[src/pucs_pkg.sv]
// Purpose: shared constants and types for the user configuration block
// Assumes: 200 MHz system clock, synchronous active-high reset
// Notes: rule summary follows
// Operation
// - two-bit transmission mode selects four modes
// - filter field picks 3-pole, 4-pole or reserved
// - slot field counts half-microsecond steps from sync
// - zero slot means default or free-running
// - second slot only for double-rate and hi-res
// - extension off sends zeros in D27-D32
// - direction code maps onto phase-2 nibble
// - four-bit revision sent in 10-bit length
// - year code plus nine gives Julian year
// - month and day codes pass through unchanged
// - manufacturing info sent only in 10-bit length
// - spare bits stored, readable, otherwise unused
// - status read-only, bits 7,5,0 read zero
// - test flag reads zero while test active
// - user array flag cleared on mismatch, sticky
// - check runs over shadows once lock set
package pucs_pkg;
  // register offsets
  localparam logic [7:0] ADDR_IDENT = 8'h09;
  localparam logic [7:0] ADDR_DATE = 8'h0a;
  localparam logic [7:0] ADDR_DAY = 8'h0b;
  localparam logic [7:0] ADDR_STATUS = 8'h0c;
  localparam logic [7:0] REG_RESET = 8'h00;
  // field positions inside the ident byte
  localparam int EXT_BIT = 7;
  localparam int FREE_RUN_BIT = 6;
  // status bit positions
  localparam int ST_TEST_N = 6;
  localparam int ST_USER_OK = 4;
  localparam int ST_OC_DONE = 3;
  localparam int ST_FACT_OK = 2;
  localparam int ST_OFFS_OK = 1;
  localparam logic [7:0] STATUS_ZERO = 8'h00;
  // transmission modes
  typedef enum logic [1:0] {
    MODE_NORMAL = 2'b00,
    MODE_DOUBLE = 2'b01,
    MODE_HIRES = 2'b10,
    MODE_DAISY = 2'b11
  } pucs_mode_t;
  // filter choices
  typedef enum logic [1:0] {
    FILT_3POLE = 2'b00,
    FILT_4POLE = 2'b01,
    FILT_RSVD2 = 2'b10,
    FILT_RSVD3 = 2'b11
  } pucs_filter_t;
  // direction nibbles
  localparam logic [3:0] DIR_NIB_0 = 4'h0;
  localparam logic [3:0] DIR_NIB_1 = 4'h4;
  localparam logic [3:0] DIR_NIB_2 = 4'h8;
  localparam logic [3:0] DIR_NIB_3 = 4'hc;
  localparam logic [6:0] YEAR_OFFSET = 7'h09;
  // slot timing: unit in ps, clock period in ps
  localparam int SLOT_UNIT_PS = 500000;
  localparam int CLK_PERIOD_PS = 5000;
  localparam logic [16:0] SLOT_UNIT_CYC = 17'(SLOT_UNIT_PS / CLK_PERIOD_PS);
  // error code: x^3+x+1, seed 111, 63 bits checked
  localparam logic [2:0] CODE_SEED = 3'h7;
  localparam int CODE_BITS = 63;
endpackage

[src/pucs_link_if.sv]
// Purpose: carrier between the register core, decoder and checker
// Assumes: one clock domain, all signals combinational levels
// Notes: core drives stored bytes, leaves return decoded values
`timescale 1ns/1ps
`default_nettype none
interface pucs_link_if;
  logic [7:0] ident_byte;
  logic [7:0] date_byte;
  logic [7:0] day_byte;
  logic [7:0] mode_byte;
  logic [7:0] slot_a_lo;
  logic [7:0] slot_b_lo;
  logic short_data;
  logic [16:0] slot_a_cyc;
  logic slot_a_dflt;
  logic free_run;
  logic [16:0] slot_b_cyc;
  logic slot_b_used;
  logic [3:0] dir_nib;
  logic [6:0] julian_year;
  logic [62:0] check_bits;
  logic [2:0] calc_code;
  modport core (output ident_byte, date_byte, day_byte, mode_byte,
    slot_a_lo, slot_b_lo, short_data, check_bits,
    input slot_a_cyc, slot_a_dflt, free_run, slot_b_cyc, slot_b_used,
    dir_nib, julian_year, calc_code);
  modport dec (input ident_byte, date_byte, day_byte, mode_byte,
    slot_a_lo, slot_b_lo, short_data,
    output slot_a_cyc, slot_a_dflt, free_run, slot_b_cyc, slot_b_used,
    dir_nib, julian_year);
  modport chk (input check_bits, output calc_code);
endinterface
`default_nettype wire

[src/pucs_decode.sv]
// Purpose: decode slot, direction and date fields
// Assumes: inputs stable levels from the core
// Notes: purely combinational, the core registers every result
`timescale 1ns/1ps
`default_nettype none
module pucs_decode (
  pucs_link_if.dec lnk
);
  import pucs_pkg::*;
  // slot field to clock cycles; zero stays zero for default handling
  function automatic logic [16:0] slot_cycles(input logic [9:0] f);
    slot_cycles = 17'(17'(f) * SLOT_UNIT_CYC);
  endfunction
  logic [9:0] fa;
  logic [9:0] fb;
  pucs_mode_t md;
  // field extraction and decode
  always_comb begin
    fa = {lnk.mode_byte[1:0], lnk.slot_a_lo};
    fb = {lnk.mode_byte[3:2], lnk.slot_b_lo};
    md = pucs_mode_t'(lnk.mode_byte[7:6]);
    lnk.slot_a_cyc = slot_cycles(fa);
    // zero field: free_running_enable bit picks default or free-running
    lnk.slot_a_dflt = (fa == 10'h000) && !lnk.ident_byte[FREE_RUN_BIT];
    lnk.free_run = (fa == 10'h000) && lnk.ident_byte[FREE_RUN_BIT];
    // second slot ignored outside double-rate and hi-res
    lnk.slot_b_used = (md == MODE_DOUBLE) || (md == MODE_HIRES);
    lnk.slot_b_cyc = lnk.slot_b_used ? slot_cycles(fb) : 17'h00000;
    case (lnk.ident_byte[5:4])
      2'b00: lnk.dir_nib = DIR_NIB_0;
      2'b01: lnk.dir_nib = DIR_NIB_1;
      2'b10: lnk.dir_nib = DIR_NIB_2;
      default: lnk.dir_nib = DIR_NIB_3;
    endcase
    lnk.julian_year = 7'(7'(lnk.date_byte[3:0]) + YEAR_OFFSET);
  end
endmodule
`default_nettype wire

[src/pucs_check.sv]
// Purpose: serial-equivalent error code over the user shadow bits
// Assumes: bit 0 of check_bits is fed first
// Notes: unrolled in a generate chain, settles within one cycle
`timescale 1ns/1ps
`default_nettype none
module pucs_check (
  pucs_link_if.chk lnk
);
  import pucs_pkg::*;
  logic [2:0] stage [0:CODE_BITS];
  assign stage[0] = CODE_SEED;
  // one lfsr step per bit, lsb first
  genvar i;
  generate
    for (i = 0; i < CODE_BITS; i++) begin : g_step
      logic fb;
      assign fb = lnk.check_bits[i] ^ stage[i][2];
      assign stage[i+1] = {stage[i][1], stage[i][0] ^ fb, fb};
    end
  endgenerate
  assign lnk.calc_code = stage[CODE_BITS];
endmodule
`default_nettype wire

[src/pucs_top.sv]
// Purpose: user config shadows, phase-2 data and status register
// Assumes: register port is the programming-mode access path
// Notes: writes are refused once the user array is locked
`timescale 1ns/1ps
`default_nettype none
module pucs_top (
  input wire logic clk_sys_in,
  input wire logic srst_in,
  input wire logic wr_en_in,
  input wire logic rd_en_in,
  input wire logic [7:0] addr_in,
  input wire logic [7:0] wr_data_in,
  output logic [7:0] rd_data_out,
  output logic rd_valid_out,
  input wire logic user_lock_in,
  input wire logic short_data_in,
  input wire logic [7:0] lock_ctrl_byte_in,
  input wire logic [7:0] mode_filter_byte_in,
  input wire logic [7:0] slot_a_low_byte_in,
  input wire logic [7:0] slot_b_low_byte_in,
  input wire logic [7:0] maker_id_byte_in,
  input wire logic [2:0] stored_user_code_in,
  input wire logic test_mode_in,
  input wire logic offset_init_done_in,
  input wire logic factory_array_ok_in,
  input wire logic offset_ok_in,
  input wire logic [23:0] ext_content_in,
  output var pucs_pkg::pucs_mode_t transmission_mode_sel_out,
  output var pucs_pkg::pucs_filter_t filter_select_out,
  output logic filter_reserved_out,
  output logic [16:0] first_slot_time_out,
  output logic default_slot_delay_out,
  output logic free_running_enable_out,
  output logic [16:0] second_slot_time_out,
  output logic second_slot_used_out,
  output logic [23:0] phase2_ext_out,
  output logic [3:0] direction_nibble_out,
  output logic [3:0] revision_out,
  output logic [6:0] julian_year_code_out,
  output logic [3:0] julian_month_code_out,
  output logic [4:0] julian_day_code_out,
  output logic user_array_ok_n_out
);
  import pucs_pkg::*;

  pucs_link_if lnk ();

  logic [7:0] ident_q, ident_d;
  logic [7:0] date_q, date_d;
  logic [7:0] day_q, day_d;
  logic ok_q, ok_d;
  logic [7:0] rd_q, rd_d;
  logic rdv_q, rdv_d;
  logic [7:0] status_v;
  logic mismatch;
  logic wr_ok;
  pucs_mode_t mode_d;
  pucs_filter_t filt_d;
  logic rsv_d, dflt_d, free_d, used_d;
  logic [16:0] slota_d, slotb_d;
  logic [23:0] ext_d;
  logic [3:0] dir_d, rev_d, month_d;
  logic [6:0] year_d;
  logic [4:0] dnum_d;

  pucs_decode pucs_decode_inst (
    .lnk(lnk)
  );
  pucs_check pucs_check_inst (
    .lnk(lnk)
  );

  // drive the carrier from shadows and configuration inputs
  assign lnk.ident_byte = ident_q;
  assign lnk.date_byte = date_q;
  assign lnk.day_byte = day_q;
  assign lnk.mode_byte = mode_filter_byte_in;
  assign lnk.slot_a_lo = slot_a_low_byte_in;
  assign lnk.slot_b_lo = slot_b_low_byte_in;
  assign lnk.short_data = short_data_in;
  // lsb first, lower addresses first; lock bit left out
  assign lnk.check_bits = {maker_id_byte_in, day_q, date_q, ident_q,
    slot_b_low_byte_in, slot_a_low_byte_in, mode_filter_byte_in,
    lock_ctrl_byte_in[6:0]};
  // check compares only while the array is locked
  assign mismatch = user_lock_in && (lnk.calc_code != stored_user_code_in);
  // locked arrays refuse further programming
  assign wr_ok = wr_en_in && !user_lock_in;

  // status assembly; bits 7, 5 and 0 are hard zero
  always_comb begin
    status_v = STATUS_ZERO;
    status_v[ST_TEST_N] = !test_mode_in;
    status_v[ST_USER_OK] = ok_q;
    status_v[ST_OC_DONE] = offset_init_done_in;
    status_v[ST_FACT_OK] = factory_array_ok_in;
    status_v[ST_OFFS_OK] = offset_ok_in;
  end

  // shadow writes; spare bits stored as-is and read back
  always_comb begin
    ident_d = ident_q;
    date_d = date_q;
    day_d = day_q;
    if (wr_ok) begin
      case (addr_in)
        ADDR_IDENT: ident_d = wr_data_in;
        ADDR_DATE: date_d = wr_data_in;
        ADDR_DAY: day_d = wr_data_in;
        // status and unmapped writes have no effect
        default: ident_d = ident_q;
      endcase
    end
  end

  // user array flag: only reset brings it back
  always_comb begin
    ok_d = ok_q;
    if (mismatch) begin
      ok_d = 1'b0;
    end
  end

  // read path; unmapped offsets read zero
  always_comb begin
    rdv_d = rd_en_in;
    rd_d = 8'h00;
    if (rd_en_in) begin
      case (addr_in)
        ADDR_IDENT: rd_d = ident_q;
        ADDR_DATE: rd_d = date_q;
        ADDR_DAY: rd_d = day_q;
        ADDR_STATUS: rd_d = status_v;
        default: rd_d = 8'h00;
      endcase
    end
  end

  // register state
  always_ff @(posedge clk_sys_in) begin
    if (srst_in) begin
      ident_q <= REG_RESET;
      date_q <= REG_RESET;
      day_q <= REG_RESET;
      ok_q <= 1'b1;
      rd_q <= 8'h00;
      rdv_q <= 1'b0;
    end else begin
      ident_q <= ident_d;
      date_q <= date_d;
      day_q <= day_d;
      ok_q <= ok_d;
      rd_q <= rd_d;
      rdv_q <= rdv_d;
    end
  end

  // decoded phase-2 and timing values, registered below
  always_comb begin
    mode_d = pucs_mode_t'(mode_filter_byte_in[7:6]);
    filt_d = pucs_filter_t'(mode_filter_byte_in[5:4]);
    rsv_d = mode_filter_byte_in[5];
    slota_d = lnk.slot_a_cyc;
    dflt_d = lnk.slot_a_dflt;
    free_d = lnk.free_run;
    slotb_d = lnk.slot_b_cyc;
    used_d = lnk.slot_b_used;
    // extension fields forced to zero when disabled
    ext_d = ident_q[EXT_BIT] ? ext_content_in : 24'h000000;
    // manufacturing data only in 10-bit length
    dir_d = 4'h0;
    rev_d = 4'h0;
    year_d = 7'h00;
    month_d = 4'h0;
    dnum_d = 5'h00;
    if (!short_data_in) begin
      dir_d = lnk.dir_nib;
      rev_d = ident_q[3:0];
      year_d = lnk.julian_year;
      month_d = date_q[7:4];
      dnum_d = day_q[4:0];
    end
  end

  // registered decoded outputs; one cycle behind the shadows
  always_ff @(posedge clk_sys_in) begin
    if (srst_in) begin
      transmission_mode_sel_out <= MODE_NORMAL;
      filter_select_out <= FILT_3POLE;
      filter_reserved_out <= 1'b0;
      first_slot_time_out <= 17'h00000;
      default_slot_delay_out <= 1'b1;
      free_running_enable_out <= 1'b0;
      second_slot_time_out <= 17'h00000;
      second_slot_used_out <= 1'b0;
      phase2_ext_out <= 24'h000000;
      direction_nibble_out <= 4'h0;
      revision_out <= 4'h0;
      julian_year_code_out <= 7'h00;
      julian_month_code_out <= 4'h0;
      julian_day_code_out <= 5'h00;
    end else begin
      transmission_mode_sel_out <= mode_d;
      filter_select_out <= filt_d;
      filter_reserved_out <= rsv_d;
      first_slot_time_out <= slota_d;
      default_slot_delay_out <= dflt_d;
      free_running_enable_out <= free_d;
      second_slot_time_out <= slotb_d;
      second_slot_used_out <= used_d;
      phase2_ext_out <= ext_d;
      direction_nibble_out <= dir_d;
      revision_out <= rev_d;
      julian_year_code_out <= year_d;
      julian_month_code_out <= month_d;
      julian_day_code_out <= dnum_d;
    end
  end

  assign rd_data_out = rd_q;
  assign rd_valid_out = rdv_q;
  assign user_array_ok_n_out = ok_q;

  // checks kept beside the logic they guard
  property p_status_ro;
    @(posedge clk_sys_in) disable iff (srst_in)
    (wr_en_in && addr_in == ADDR_STATUS && !mismatch) |=> $stable(ok_q);
  endproperty
  a_status_ro: assert property (p_status_ro)
    else $error("status write changed a flag");

  property p_zero_bits;
    @(posedge clk_sys_in) disable iff (srst_in)
    (rd_en_in && addr_in == ADDR_STATUS) |=>
      (rd_data_out[7] == 1'b0 && rd_data_out[5] == 1'b0 &&
       rd_data_out[0] == 1'b0 && rd_valid_out);
  endproperty
  a_zero_bits: assert property (p_zero_bits)
    else $error("status fixed bits not zero");

  property p_test_flag;
    @(posedge clk_sys_in) disable iff (srst_in)
    (rd_en_in && addr_in == ADDR_STATUS) |=>
      rd_data_out[6] == !$past(test_mode_in);
  endproperty
  a_test_flag: assert property (p_test_flag)
    else $error("test flag polarity wrong");

  property p_sticky;
    @(posedge clk_sys_in) disable iff (srst_in)
    !user_array_ok_n_out |=> !user_array_ok_n_out [*3];
  endproperty
  a_sticky: assert property (p_sticky)
    else $error("user array flag recovered without reset");

  property p_clear;
    @(posedge clk_sys_in) disable iff (srst_in)
    (!srst_in && user_lock_in && lnk.calc_code != stored_user_code_in) |=>
      !user_array_ok_n_out;
  endproperty
  a_clear: assert property (p_clear)
    else $error("mismatch did not clear user array flag");

  property p_year;
    @(posedge clk_sys_in) disable iff (srst_in)
    (!srst_in && !short_data_in) |=>
      julian_year_code_out == 7'(7'($past(date_q[3:0])) + 7'h09);
  endproperty
  a_year: assert property (p_year)
    else $error("julian year offset wrong");

  property p_ext_off;
    @(posedge clk_sys_in) disable iff (srst_in)
    !ident_q[EXT_BIT] |=> phase2_ext_out == 24'h000000;
  endproperty
  a_ext_off: assert property (p_ext_off)
    else $error("extension fields not zero");

  property p_slot_b;
    @(posedge clk_sys_in) disable iff (srst_in)
    (mode_filter_byte_in[7:6] == 2'b00 || mode_filter_byte_in[7:6] == 2'b11)
      |=> (!second_slot_used_out && second_slot_time_out == 17'h00000);
  endproperty
  a_slot_b: assert property (p_slot_b)
    else $error("second slot used in wrong mode");

  property p_slot_a;
    @(posedge clk_sys_in) disable iff (srst_in)
    (!srst_in &&
     {mode_filter_byte_in[1:0], slot_a_low_byte_in} == 10'h001) |=>
      (first_slot_time_out == 17'd100 && !default_slot_delay_out &&
       !free_running_enable_out);
  endproperty
  a_slot_a: assert property (p_slot_a)
    else $error("slot unit count wrong");

  property p_short;
    @(posedge clk_sys_in) disable iff (srst_in)
    short_data_in |=> (revision_out == 4'h0 && julian_day_code_out == 5'h00);
  endproperty
  a_short: assert property (p_short)
    else $error("manufacturing info sent in 8-bit length");

  property p_mode;
    @(posedge clk_sys_in) disable iff (srst_in)
    !srst_in |=>
      (transmission_mode_sel_out == $past(mode_filter_byte_in[7:6]) &&
       filter_select_out == $past(mode_filter_byte_in[5:4]));
  endproperty
  a_mode: assert property (p_mode)
    else $error("mode or filter select not taken from its field");

  property p_dir_nib;
    @(posedge clk_sys_in) disable iff (srst_in)
    (!srst_in && !short_data_in) |=>
      direction_nibble_out == {$past(ident_q[5:4]), 2'b00};
  endproperty
  a_dir_nib: assert property (p_dir_nib)
    else $error("direction nibble mapping wrong");

  property p_date_pass;
    @(posedge clk_sys_in) disable iff (srst_in)
    (!srst_in && !short_data_in) |=>
      (julian_month_code_out == $past(date_q[7:4]) &&
       julian_day_code_out == $past(day_q[4:0]) &&
       revision_out == $past(ident_q[3:0]));
  endproperty
  a_date_pass: assert property (p_date_pass)
    else $error("month, day or revision not passed unchanged");
endmodule
`default_nettype wire

[config.mk]
export PLATFORM = sky130hd
export DESIGN_NAME = pucs_top
export DESIGN_NICKNAME = d
export VERILOG_FILES = /design/src/pucs_pkg.sv /design/src/pucs_link_if.sv /design/src/pucs_decode.sv /design/src/pucs_check.sv /design/src/pucs_top.sv
export SDC_FILE = /design/constraint.sdc
export NUM_CORES = 1
export LEC_CHECK = 0
export ABC_CLOCK_PERIOD_IN_PS = 7100
export BUFFER_PORTS_ARGS = -buffer_cell sky130_fd_sc_hd__buf_2
export CAP_MARGIN = 20
export CORE_MARGIN = 2
export CORE_UTILIZATION = 55
export CTS_CLUSTER_DIAMETER = 120
export DETAILED_ROUTE_END_ITERATION = 8
export PLACE_DENSITY = 0.84
export SLEW_MARGIN = 30
export SYNTH_ARGS = -nofsm -noshare
export SYNTH_HDL_FRONTEND = slang
export SYNTH_SLANG_ARGS = --single-unit
[constraint.sdc]
create_clock -name clk_sys_in -period 7.1 [get_ports clk_sys_in]
set_input_delay 1.42 -clock clk_sys_in [delete_from_list [all_inputs] [get_ports clk_sys_in]]
set_output_delay 1.42 -clock clk_sys_in [all_outputs]
set_load 0.005 [all_outputs]
==> reports/qor.log, run 1 <==
INFO  timing         final_number_of_hold_violating_endpoints=0
INFO  routing        ant_nets=0
INFO  layout         drive_gt1_frac=0.2788
INFO  setup_path     worstPathCellList=buf_2 > inv_1 > ha_1 > ha_1 > inv_1 > fa_1 > inv_1 > ha_1 > a21o_1 > a21oi_1 > o21bai_1 > a21oi_1 > o21bai_1 > a21oi_1 > o21bai_1 > a21oi_1 > xnor2_1 > nor2_1
INFO  timing         fin_worst_hold_slack=0.5323ns
INFO  timing         fin_tns_setup=0ns
INFO  cts            clockRootBuffer=clkbuf_8
INFO  min_path       timing.hold.worst.class=reg2reg
INFO  cts            clk_path_buf_depth=2
INFO  global_routing overflow=0
INFO  yosys          synthFlopType=dfxtp_1
INFO  power_and_ir_drop share_comb_of_total_power=0.254
INFO  cts            post-cts-setup-buffers=0
INFO  place          placed_cell_area=7158µm²
INFO  power_and_ir_drop peakVddDrop=0.1734mV
INFO  setup_path     worst_path_largest_cell_delay=0.49ns
INFO  yosys          number_of_synthesized_register_bits=115
INFO  routing        dr.pass1.iters=4
INFO  yosys          yosys_warnings=0
INFO  setup_path     cpMaxStageDelayCell=fa_1
INFO  setup_path     path_buf_inv=4
INFO  setup_path     critPathTopFamily=adder cells
INFO  setup_path     critPathArrivalTime=4.70ns
INFO  routing        num_vias=4754
INFO  floorplan      placementRows=38
INFO  layout         layout-area-overhead-vs-synth=26.39%
INFO  routing        drt_iter0_drc=180
INFO  place          gp_routability_congestion=0.8873
INFO  cts            clock_sink_count=115
INFO  power_and_ir_drop internal_power=0.001517W
INFO  floorplan      coreArea=10890µm²
INFO  layout         register_area=2302µm²
INFO  setup_path     criticalPathCategory=in2reg
INFO  power_and_ir_drop pwr-share-seq=0.327
INFO  timing         finalWorstPathRequiredPeriod=4.315ns
INFO  setup_path     required=7.48ns
INFO  yosys          ys_seq_area_frac=0.3744
INFO  cts            hold_buffers=0
INFO  global_routing grt_antenna_before_repair=0
INFO  yosys          synthesis.area=6150µm²
INFO  cts            cts_buffers=17
INFO  power_and_ir_drop p_switching=0.0005944W
INFO  timing         finClkSkew=0.005619ns
INFO  power_and_ir_drop total_leakage_power=4.047nW
INFO  layout         final_std_cell_area_no_fill=7772µm²
INFO  global_routing maximum_number_of_pins_on_one_net_before_global_route_repair=55
INFO  timing         worstMarginPinSlew=0.8645ns
INFO  routing        routed_wire_length_per_instance=15.17µm
INFO  run            max_cap_violations=0
INFO  routing        vias_per_cell=5.020
INFO  layout         num-fill-cells=801
INFO  power_and_ir_drop clockPowerShare=0.419
INFO  power_and_ir_drop pwr_density_cell=271.6nW/µm²
INFO  cts            htree_num_levels=4
INFO  timing         final_slew_viol_count=0
INFO  routing        detail_route.wirelength=14.37mm
INFO  timing         final_min_period_over_clock_period=0.6077
INFO  place          place_inst=916
INFO  yosys          synth.avg_cell_area=10.13µm²
INFO  timing         normalized_max_slew_margin=0.4205
INFO  floorplan      floorplan.die.width=109.7µm
INFO  setup_path     critPathLaunchType=input pin
INFO  floorplan      ioPinCount=193
INFO  timing         timing.final.ws_setup=2.785ns
INFO  power_and_ir_drop power_switching_share=0.2816
INFO  place          buffer_ports.inserted=183
INFO  global_routing wire_length_of_the_first_global_routing_pass=22.31mm
INFO  global_routing gr-usage-all-layers=0.2454
INFO  layout         area_of_the_multi_input_gates=3527µm²
INFO  cts            cts_resized=0
INFO  layout         diodes=0
INFO  setup_path     cp-end-kind=register
INFO  place          place_hpwl=11.32mm
INFO  timing         grt_setup_unrepaired=no
INFO  floorplan      die_area=12040µm²
INFO  floorplan      initial_core_util=0.5648
INFO  setup_path     critical_path.most_common_cell=a21oi_1
INFO  status         status=finished clean
INFO  floorplan      die_y=109.7µm
INFO  cts            worst_skew_pair.late_latency=0.51ns
INFO  routing        remaining_drc_errors=0
INFO  timing         finalSetupViolations=0
INFO  setup_path     crit_fanout=4
INFO  yosys          post_synth_edffs=0
INFO  global_routing number_of_global_route_vias_before_repair=4762
INFO  layout         layout.cells.non_filler=947
INFO  layout         design.final.nets=974
INFO  yosys          syn-instance-count=607
INFO  yosys          synth_cell_types=42
INFO  timing         max_frequency=0.2318GHz
INFO  cts            clkTransAtPathRegs=0.06ns
INFO  yosys          asyncSetResetFlopFracSynth=0
INFO  cts            tritoncts=done
INFO  place          detailedPlace.worstSlack=2.265ns
layout make-up:
class | instances | area share
Sequential cell | 115 | 0.2962
Timing Repair Buffer | 184 | 0.1188
Multi-Input combinational cell | 415 | 0.4538
Inverter | 62 | 0.02994
Tap cell | 140 | 0.02254
Clock buffer | 19 | 0.05554
Clock inverter | 12 | 0.02318
worst reg2reg max path: cells and delay by family, from the launching register on:
family	cells	cell delay, ns
AO/OA/AOI/OAI	3	0.60
multiplexers	1	0.26
AND/OR/NAND/NOR	1	0.06
XOR/XNOR	5	1.44
flip-flops	1	0.45
per-stage QoR:
step | total power (W) | utilization
floorplan | 0.001092 | -
global placement | 0.001212 | 0.6574
detailed placement | 0.001240 | 0.6574
CTS | 0.002128 | 0.7136
global route | 0.002217 | 0.7139
finish | 0.002111 | 0.7139
worst paths after layout:
check | from | to | slack, ns | depth (start not counted)
worst min-delay path | date_q[4]$_SDFFE_PP0P_ | julian_month_code_out[0]$_SDFF_PP0_ | 0.53 | 1
worst max register to register | date_q[1]$_SDFFE_PP0P_ | user_array_ok_n_out$_SDFFE_PP1P_ | 4.16 | 10
worst max-delay path | slot_a_low_byte_in[2] | first_slot_time_out[16]$_SDFF_PP0_ | 2.79 | 18
worst min register to register | date_q[4]$_SDFFE_PP0P_ | julian_month_code_out[0]$_SDFF_PP0_ | 0.53 | 1
synthesized netlist by cell type (3+ instances only):
master / count / area share
xnor3_1: 5 / 0.018
mux2i_1: 30 / 0.049
a21oi_1: 18 / 0.015
buf_4: 9 / 0.011
xnor2_1: 67 / 0.095
ha_1: 76 / 0.15
o22ai_1: 5 / 0.0051
nor2b_1: 14 / 0.014
mux2_2: 3 / 0.0055
a21o_1: 4 / 0.0049
nor3_1: 6 / 0.0049
clkbuf_1: 12 / 0.0073
xor2_1: 10 / 0.014
a22oi_1: 8 / 0.0098
and2_1: 53 / 0.054
xnor2_2: 3 / 0.0079
nor2_1: 54 / 0.033
inv_1: 62 / 0.038
nand2_1: 6 / 0.0037
fa_1: 10 / 0.033
nand3_1: 3 / 0.0024
o21bai_1: 13 / 0.016
dfxtp_1: 115 / 0.37
power by group through the flow:
| stage | logic [W] | clock network (W) | registers, W |
|---|---|---|---|
| 2_1_floorplan | 0.000383 | 0 | 0.000710 |
| 3_3_place_gp | 0.000508 | 0 | 0.000703 |
| 3_5_place_dp | 0.000536 | 0 | 0.000705 |
| 4_1_cts | 0.000541 | 0.000896 | 0.000691 |
| 5_1_grt | 0.000599 | 0.000925 | 0.000693 |
| 6_report | 0.000537 | 0.000884 | 0.000691 |
kinds of logic after synthesis:
kind of cell | count (synthesis) | synth area share
adders and majority gates | 86 | 0.1872
muxes | 33 | 0.05432
other | 1 | 0.0006098
AOI/OAI and AO/OA | 54 | 0.05738
buffers and inverters | 84 | 0.05676
and+or+nand+nor | 147 | 0.1255
xor gates and xnor gates | 87 | 0.1438
DFF | 115 | 0.3744
placed cells by master (no fill, tap or decap), types with 2 or more instances in the layout:
master and count:
buf_2 183, dfxtp_1 115, ha_1 76, xnor2_1 67, inv_1 62, nor2_1 54, and2_1 53, mux2i_1 30
a21oi_1 18, clkbuf_16 16, nor2b_1 13, o21bai_1 13, xor2_1 10, fa_1 10, a22oi_1 8, conb_1 8
nand2_1 6, nor3_1 6, o22ai_1 5, xnor3_1 5, clkinvlp_4 5, a21o_1 4, bufinv_16 4, nand3_1 3
mux2_2 3, xnor2_2 3, nand2b_1 2, o21ai_0 2, clkbuf_8 2, inv_6 2
registers in the layout, summed over array words and instances, names as in the netlist:
name	count
rd_data_out	8
day_q	8
filter_select_out	2
second_slot_used_out	1
ident_q	8
revision_out	4
julian_month_code_out	4
phase2_ext_out	24
default_slot_delay_out	1
julian_year_code_out	5
rd_valid_out	1
direction_nibble_out	2
user_array_ok_n_out	1
second_slot_time_out	15
julian_day_code_out	5
first_slot_time_out	15
date_q	8
free_running_enable_out	1
transmission_mode_sel_out	2
layer usage:
metal,global-route usage,up-vias,part of all wire
met4,0.08137,0,0.013
met5,0,-,0
met3,0.06224,19,0.062
met1,0.2635,2227,0.40
li1,-,2336,-
met2,0.4643,172,0.52
No activity file was read; power rests on OpenSTA's default activity.
==> inputs of run 2 (changes only) <==
--- a/config.mk
+++ b/config.mk
@@ -5,14 +5,14 @@
 export SDC_FILE = /design/constraint.sdc
 export NUM_CORES = 1
 export LEC_CHECK = 0
-export ABC_CLOCK_PERIOD_IN_PS = 7100
+export ABC_CLOCK_PERIOD_IN_PS = 4400
 export BUFFER_PORTS_ARGS = -buffer_cell sky130_fd_sc_hd__buf_2
 export CAP_MARGIN = 20
 export CORE_MARGIN = 2
-export CORE_UTILIZATION = 55
+export CORE_UTILIZATION = 52
 export CTS_CLUSTER_DIAMETER = 120
 export DETAILED_ROUTE_END_ITERATION = 8
-export PLACE_DENSITY = 0.84
+export PLACE_DENSITY = 0.8
 export SLEW_MARGIN = 30
 export SYNTH_ARGS = -nofsm -noshare
 export SYNTH_HDL_FRONTEND = slang
==> constraint.sdc (replaced) <==
create_clock -name clk_sys_in -period 4.4 [get_ports clk_sys_in]
set_input_delay 0.88 -clock clk_sys_in [delete_from_list [all_inputs] [get_ports clk_sys_in]]
set_output_delay 0.88 -clock clk_sys_in [all_outputs]
set_load 0.005 [all_outputs]
==> reports/qor.log, run 2 (synthesized netlist as in run 1, its figures left out) <==
INFO  layout         drive_gt1_frac=0.2788 [unchanged]
INFO  timing         fin_worst_hold_slack=0.5296ns [-0.002765 ns]
INFO  setup_path     cpMaxStageDelayCell=fa_1
INFO  routing        dr.pass1.iters=4 [unchanged]
INFO  min_path       timing.hold.worst_path_depth=1 [unchanged]
INFO  layout         design.final.nets=974 [unchanged]
INFO  floorplan      placementRows=39 [+2.6%]
INFO  routing        num_vias=4681 [-1.5%]
INFO  setup_path     rr_worst_depth=9 [-1]
INFO  power_and_ir_drop total_leakage_power=4.073nW [+0.63%]
INFO  place          buffer_ports.inserted=183 [unchanged]
INFO  timing         normalized_max_slew_margin=0.4433 [+0.02277]
INFO  layout         most_common_cell_after_layout_fill_and_taps_aside=buf_2
INFO  timing         finClkSkew=0.006153ns [+0.0005337 ns]
INFO  floorplan      die_area=12710µm² [+5.6%]
INFO  timing         grt_setup_unrepaired=no
INFO  setup_path     cp-end-kind=register
INFO  global_routing gr-usage-all-layers=0.2278 [-0.01755]
INFO  setup_path     worstPathCellList=buf_2 > inv_1 > ha_1 > ha_1 > inv_1 > fa_1 > inv_1 > ha_1 > a21o_1 > a21oi_1 > o21bai_1 > a21oi_1 > o21bai_1 > a21oi_1 > o21bai_1 > a21oi_1 > xnor2_1 > nor2_1
INFO  setup_path     critPathArrivalTime=4.24ns [-0.46 ns]
INFO  routing        remaining_drc_errors=0 [unchanged]
INFO  routing        routed_wire_length_per_instance=14.90µm [-1.8%]
INFO  setup_path     criticalPathCategory=in2reg
INFO  setup_path     r2r-start=date_q[4]$_SDFFE_PP0P_
INFO  floorplan      floorplan.die.width=112.8µm [+2.7%]
INFO  setup_path     critPathTopFamily=compound AO/OA/AOI/OAI gates
INFO  layout         largest_register_ff_count=24 [unchanged]
INFO  setup_path     crit-reg2reg-capture=user_array_ok_n_out$_SDFFE_PP1P_
INFO  global_routing overflow=0 [unchanged]
INFO  layout         area_of_the_multi_input_gates=3527µm² [unchanged]
INFO  status         status=finished clean
INFO  timing         final_number_of_hold_violating_endpoints=0 [unchanged]
INFO  layout         commonest_cells_after_routing_fill_and_taps_aside=buf_2, dfxtp_1, ha_1
INFO  global_routing number_of_global_route_vias_before_repair=4883 [+2.5%]
INFO  cts            clkTransAtPathRegs=0.05ns [about the same]
INFO  cts            clock_sink_count=115 [unchanged]
INFO  setup_path     worst_path_largest_cell_delay=0.49ns [about the same]
INFO  timing         final_slew_viol_count=0 [unchanged]
INFO  timing         worstMarginPinSlew=0.8306ns [-0.03397 ns]
INFO  timing         final_min_period_over_clock_period=0.8963
INFO  cts            tritoncts=done
INFO  min_path       min_to=revision_out[1]$_SDFF_PP0_
INFO  cts            cts_buffers=17 [unchanged]
INFO  place          place_hpwl=11.29mm [-0.26%]
INFO  cts            cts_resized=0 [unchanged]
INFO  cts            htree_num_levels=4 [unchanged]
INFO  layout         register_area=2302µm² [unchanged]
INFO  global_routing grt_antenna_before_repair=0 [unchanged]
INFO  floorplan      coreArea=11470µm² [+5.3%]
INFO  layout         num-fill-cells=902 [+13%]
INFO  setup_path     critPathLaunchType=input pin
INFO  cts            worst_skew_pair.late_latency=0.41ns [-0.10 ns]
INFO  routing        vias_per_cell=4.927 [-1.8%]
INFO  place          gp_routability_congestion=0.8524 [-3.9%]
INFO  timing         finalSetupViolations=0 [unchanged]
INFO  global_routing maximum_number_of_pins_on_one_net_before_global_route_repair=39 [-29%]
INFO  routing        ant_nets=0 [unchanged]
INFO  layout         biggestRegsByFlops=phase2_ext_out (24), first_slot_time_out (15), second_slot_time_out (15)
INFO  cts            clockRootBuffer=clkbuf_16
INFO  cts            clk_path_buf_depth=2 [unchanged]
INFO  floorplan      initial_core_util=0.5363 [-0.02853]
INFO  routing        drt_iter0_drc=141 [-22%]
INFO  timing         fin_tns_setup=0ns [unchanged]
INFO  timing         max_frequency=0.2536GHz
INFO  power_and_ir_drop peakVddDrop=0.3383mV [+95%]
INFO  cts            hold_buffers=0 [unchanged]
INFO  run            max_cap_violations=0 [unchanged]
INFO  setup_path     crit_fanout=4 [unchanged]
INFO  setup_path     rrSetupSlack=1.45ns [-2.71 ns]
INFO  cts            post-cts-setup-buffers=0 [unchanged]
INFO  floorplan      die_y=112.8µm [+2.7%]
INFO  min_path       hp-start=ident_q[1]$_SDFFE_PP0P_
INFO  setup_path     required=4.69ns [-2.79 ns]
INFO  layout         diodes=0 [unchanged]
INFO  min_path       timing.hold.worst.class=reg2reg
INFO  layout         layout-area-overhead-vs-synth=26.78%
INFO  timing         finalWorstPathRequiredPeriod=3.944ns
INFO  layout         regMostFlops=phase2_ext_out
INFO  setup_path     cp.depth=18 [unchanged]
INFO  setup_path     critical_path.most_common_cell=a21oi_1
INFO  floorplan      ioPinCount=193 [unchanged]
INFO  setup_path     path_buf_inv=4 [unchanged]
INFO  global_routing wire_length_of_the_first_global_routing_pass=22.79mm [+2.1%]
INFO  power_and_ir_drop pwr_density_cell=436.9nW/µm² [+61%]
INFO  routing        detail_route.wirelength=14.16mm [-1.5%]
-- run 2: changes by cell type in the layout (fill, tap and decap cells not counted), sizes merged --
cell / change
bufinv: -1
clkbuf: +5
clkinv: +2
clkinvlp: -4
inv: -2
-- run 2: per-layer routing --
| layer | GRT usage | part of all wire | up-vias |
|---|---|---|---|
| met5 | 0 | 0 | - |
| met4 | 0.08699 | 0.018 | 0 |
| met3 | 0.05678 | 0.065 | 22 |
| met2 | 0.4156 | 0.51 | 161 |
| met1 | 0.2553 | 0.41 | 2170 |
| li1 | - | - | 2328 |
-- run 2: metrics by stage --
step	total power (W)	setup WS, ns	area, µm²	util	std cells
5_1_grt	0.003589	0.2380	7796	0.6799	950
3_5_place_dp	0.001992	0.08448	7162	0.6246	919
6_report	0.003406	0.4562	7796	0.6799	950
4_1_cts	0.003438	0.4683	7794	0.6797	950
3_3_place_gp	0.001953	0.2185	7162	0.6246	919
2_1_floorplan	0.001763	0.5940	6176	-	614
-- run 2: area by class of cell --
| class | instances | share of cell area |
|---|---|---|
| clock inverter | 7 | 0.01541 |
| tap | 143 | 0.02295 |
| clock buffer | 24 | 0.06564 |
| inverter | 62 | 0.02985 |
| sequential | 115 | 0.2953 |
| multi-input combinational | 415 | 0.4524 |
| timing repair buffer | 184 | 0.1184 |
-- run 2: where the power goes --
part	switching (W)	internal [W]	total [W]
registers	0.0000167	0.00110	0.00112
logic	0.000441	0.000414	0.000855
clock network	0.000457	0.000978	0.00144
-- run 2: worst max-delay path by stage --
| stage | slack [ns] | from | end |
|---|---|---|---|
| after floorplan | 0.59 | slot_a_low_byte_in[2] | first_slot_time_out[16]$_SDFF_PP0_ |
| after global placement | 0.22 | slot_a_low_byte_in[2] | first_slot_time_out[16]$_SDFF_PP0_ |
| after detailed placement | 0.08 | slot_a_low_byte_in[2] | first_slot_time_out[16]$_SDFF_PP0_ |
| after CTS | 0.47 | slot_a_low_byte_in[2] | first_slot_time_out[16]$_SDFF_PP0_ |
| after global routing | 0.24 | slot_a_low_byte_in[2] | first_slot_time_out[16]$_SDFF_PP0_ |
| final | 0.46 | slot_a_low_byte_in[2] | first_slot_time_out[16]$_SDFF_PP0_ |
==> inputs of run 3 (changes only) <==
--- a/config.mk
+++ b/config.mk
@@ -8,11 +8,13 @@
 export ABC_CLOCK_PERIOD_IN_PS = 4400
 export BUFFER_PORTS_ARGS = -buffer_cell sky130_fd_sc_hd__buf_2
 export CAP_MARGIN = 20
+export CELL_PAD_IN_SITES_DETAIL_PLACEMENT = 2
+export CELL_PAD_IN_SITES_GLOBAL_PLACEMENT = 2
 export CORE_MARGIN = 2
-export CORE_UTILIZATION = 52
+export CORE_UTILIZATION = 31
 export CTS_CLUSTER_DIAMETER = 120
 export DETAILED_ROUTE_END_ITERATION = 8
-export PLACE_DENSITY = 0.8
+export PLACE_DENSITY = 0.79
 export SLEW_MARGIN = 30
 export SYNTH_ARGS = -nofsm -noshare
 export SYNTH_HDL_FRONTEND = slang
==> reports/qor.log, run 3 (synthesized netlist as in run 1, its figures left out) <==
INFO  status         status=finished clean
INFO  layout         drive_gt1_frac=0.2815 [+0.002671]
INFO  cts            cts_buffers=17 [unchanged]
INFO  setup_path     criticalPathCategory=in2reg
INFO  layout         most_common_cell_after_layout_fill_and_taps_aside=buf_2
INFO  min_path       min_to=revision_out[3]$_SDFF_PP0_
INFO  power_and_ir_drop share_comb_of_total_power=0.254 [+0.003]
INFO  power_and_ir_drop p_switching=0.001007W [+10%]
INFO  setup_path     crit_fanout=4 [unchanged]
INFO  cts            post-cts-setup-buffers=0 [unchanged]
INFO  timing         max_frequency=0.2568GHz [+1.3%]
INFO  cts            clkTransAtPathRegs=0.06ns [about the same]
INFO  cts            clockRootBuffer=clkbuf_16
INFO  setup_path     crit-reg2reg-capture=user_array_ok_n_out$_SDFFE_PP1P_
INFO  setup_path     r2r-start=ident_q[0]$_SDFFE_PP0P_
INFO  layout         regMostFlops=phase2_ext_out
INFO  layout         layout-area-overhead-vs-synth=29.34%
INFO  layout         largest_register_ff_count=24 [unchanged]
INFO  floorplan      initial_core_util=0.3160 [-0.2203]
INFO  routing        maxUsedRoutingLayer=met4
INFO  cts            worst_skew_pair.late_latency=0.42ns [about the same]
INFO  routing        ant_nets=0 [unchanged]
INFO  place          place_hpwl=14.41mm [+28%]
INFO  routing        remaining_drc_errors=0 [unchanged]
INFO  cts            cts_resized=0 [unchanged]
INFO  min_path       timing.hold.worst_path_depth=1 [unchanged]
INFO  routing        met1_length=7.811mm [+36%]
INFO  min_path       timing.hold.worst.class=reg2reg
INFO  routing        num_vias=4774 [+2.0%]
INFO  cts            hold_buffers=0 [unchanged]
INFO  routing        detail_route.wirelength=18.65mm [+32%]
INFO  power_and_ir_drop power_switching_share=0.2904 [+0.02183]
INFO  global_routing grt_antenna_before_repair=1 [+1]
INFO  floorplan      ioPinCount=193 [unchanged]
INFO  timing         finClkSkew=0.008235ns [+0.002082 ns]
INFO  floorplan      placementRows=51 [+31%]
INFO  global_routing number_of_global_route_vias_before_repair=5278 [+8.1%]
INFO  cts            htree_num_levels=4 [unchanged]
INFO  place          placed_cell_area=7340µm² [+2.5%]
INFO  floorplan      coreArea=19460µm² [+70%]
INFO  timing         final_slew_viol_count=0 [unchanged]
INFO  timing         grt_setup_unrepaired=no
INFO  power_and_ir_drop clockPowerShare=0.425 [+0.004]
INFO  global_routing maximum_number_of_pins_on_one_net_before_global_route_repair=31 [-21%]
INFO  routing        routed_wire_length_per_instance=17.33µm [+16%]
INFO  layout         num-fill-cells=2140 [+140%]
INFO  timing         final_number_of_hold_violating_endpoints=0 [unchanged]
INFO  routing        met2RoutedLength=9.414mm [+30%]
INFO  global_routing gr-usage-all-layers=0.1828 [-0.04503]
INFO  setup_path     rrSetupSlack=1.41ns [-0.04 ns]
INFO  setup_path     critPathArrivalTime=4.18ns [-0.06 ns]
INFO  setup_path     critPathLaunchType=input pin
INFO  floorplan      floorplan.die.width=144.8µm [+28%]
INFO  place          gp_routability_congestion=0.7267 [-15%]
INFO  setup_path     cp-end-kind=register
INFO  floorplan      die_y=144.8µm [+28%]
INFO  timing         fin_tns_setup=0ns [unchanged]
INFO  cts            tritoncts=done
INFO  power_and_ir_drop power=0.003469W [+1.8%]
INFO  power_and_ir_drop pwr-share-seq=0.321 [-0.007]
INFO  cts            clock_sink_count=115 [unchanged]
INFO  routing        vias_per_cell=4.437 [-10%]
INFO  floorplan      die_area=20980µm² [+65%]
INFO  layout         layout.cells.non_filler=1076 [+13%]
INFO  place          buffer_ports.inserted=183 [unchanged]
INFO  setup_path     required=4.69ns [about the same]
INFO  place          place_inst=1044 [+14%]
INFO  routing        dr.pass1.iters=4 [unchanged]
INFO  global_routing overflow=0 [unchanged]
INFO  run            max_cap_violations=0 [unchanged]
INFO  layout         biggestRegsByFlops=phase2_ext_out (24), first_slot_time_out (15), second_slot_time_out (15)
INFO  global_routing wire_length_of_the_first_global_routing_pass=28.58mm [+25%]
INFO  timing         worstMarginPinSlew=0.7089ns [-0.1217 ns]
INFO  setup_path     rr_worst_depth=10 [+1]
INFO  routing        drt_iter0_drc=109 [-23%]
INFO  place          detailedPlace.worstSlack=0.06206ns [-0.02242 ns]
INFO  power_and_ir_drop peakVddDrop=0.2748mV [-19%]
INFO  timing         finalWorstPathRequiredPeriod=3.894ns [-0.04937 ns]
INFO  power_and_ir_drop total_leakage_power=4.080nW [+0.19%]
INFO  layout         commonest_cells_after_routing_fill_and_taps_aside=buf_2, dfxtp_1, ha_1
INFO  cts            clk_path_buf_depth=2 [unchanged]
INFO  timing         normalized_max_slew_margin=0.5249 [+0.08165]
INFO  timing         timing.final.ws_setup=0.5055ns [+0.04937 ns]
INFO  layout         final_std_cell_area_no_fill=7954µm² [+2.0%]
INFO  min_path       hp-start=ident_q[3]$_SDFFE_PP0P_
INFO  timing         finalSetupViolations=0 [unchanged]
INFO  power_and_ir_drop internal_power=0.002461W [-1.2%]
INFO  routing        detailroute.wirelength.met3=1.198mm [+30%]
INFO  power_and_ir_drop pwr_density_cell=436.1nW/µm² [-0.18%]
INFO  layout         design.final.nets=977 [+0.31%]
INFO  timing         final_min_period_over_clock_period=0.8851 [-0.01122]
==> run 3: changes by cell type in the layout (fill, tap and decap cells not counted), sizes merged <==
cell	delta
buf	+3
clkinv	+3
inv	+2
bufinv	+1
clkbuf	-6
diode	+1
==> run 3: power groups by stage <==
stage / sequential, W / clock [W] / combinational (W)
after floorplan: 0.00115 / 0 / 0.000618
after global placement: 0.00114 / 0 / 0.000852
after detailed placement: 0.00114 / 0 / 0.000885
after CTS: 0.00111 / 0.00151 / 0.000906
after global routing: 0.00112 / 0.00156 / 0.00101
final: 0.00111 / 0.00147 / 0.000882
==> run 3: metal layers <==
| layer | vias up | track usage |
|---|---|---|
| met1 | 2280 | 0.2144 |
| met2 | 138 | 0.3242 |
| met5 | - | 0 |
| met3 | 15 | 0.05100 |
| li1 | 2341 | - |
| met4 | 0 | 0.05416 |
==> run 3: critical path, stage by stage <==
cell and delay [ns]:
buf_2 0.13, inv_1 0.07, ha_1 0.29, ha_1 0.28, inv_1 0.05, fa_1 0.51, inv_1 0.05, ha_1 0.32
a21o_1 0.20, a21oi_1 0.22, o21bai_1 0.09, a21oi_1 0.24, o21bai_1 0.11, a21oi_1 0.26, o21bai_1 0.10, a21oi_1 0.20
xnor2_1 0.14, nor2_1 0.05
==> run 3: how the worst max path moves through the flow <==
stage	end	start	slack (ns)	depth (start not counted)
3_3_place_gp	first_slot_time_out[16]$_SDFF_PP0_	slot_a_low_byte_in[2]	0.14	18
2_1_floorplan	first_slot_time_out[16]$_SDFF_PP0_	slot_a_low_byte_in[2]	0.59	17
5_1_grt	first_slot_time_out[16]$_SDFF_PP0_	slot_a_low_byte_in[2]	0.14	18
6_report	first_slot_time_out[16]$_SDFF_PP0_	slot_a_low_byte_in[2]	0.51	18
4_1_cts	first_slot_time_out[16]$_SDFF_PP0_	slot_a_low_byte_in[2]	0.49	18
3_5_place_dp	first_slot_time_out[16]$_SDFF_PP0_	slot_a_low_byte_in[2]	0.06	18
==> run 3: area by class of cell <==
class                   count  area [µm²]  area share
multi-input cells         415        3527      0.4434
flip-flops and latches    115        2302      0.2894
repair buffers            187       945.9      0.1189
clock buffers              18       429.2     0.05396
well taps                 265       331.6     0.04169
inverters                  62       232.7     0.02926
clock inverters            13       182.7     0.02297
diodes                      1       2.502   0.0003146
==> run 3: through the flow <==
| step | utilization | hold slack, ns |
|---|---|---|
| floorplan | - | 0.4730 |
| global placement | 0.3770 | 0.5216 |
| finish | 0.4087 | 0.5222 |
| global route | 0.4086 | 0.5531 |
| CTS | 0.4086 | 0.5302 |
| detailed placement | 0.3771 | 0.5251 |
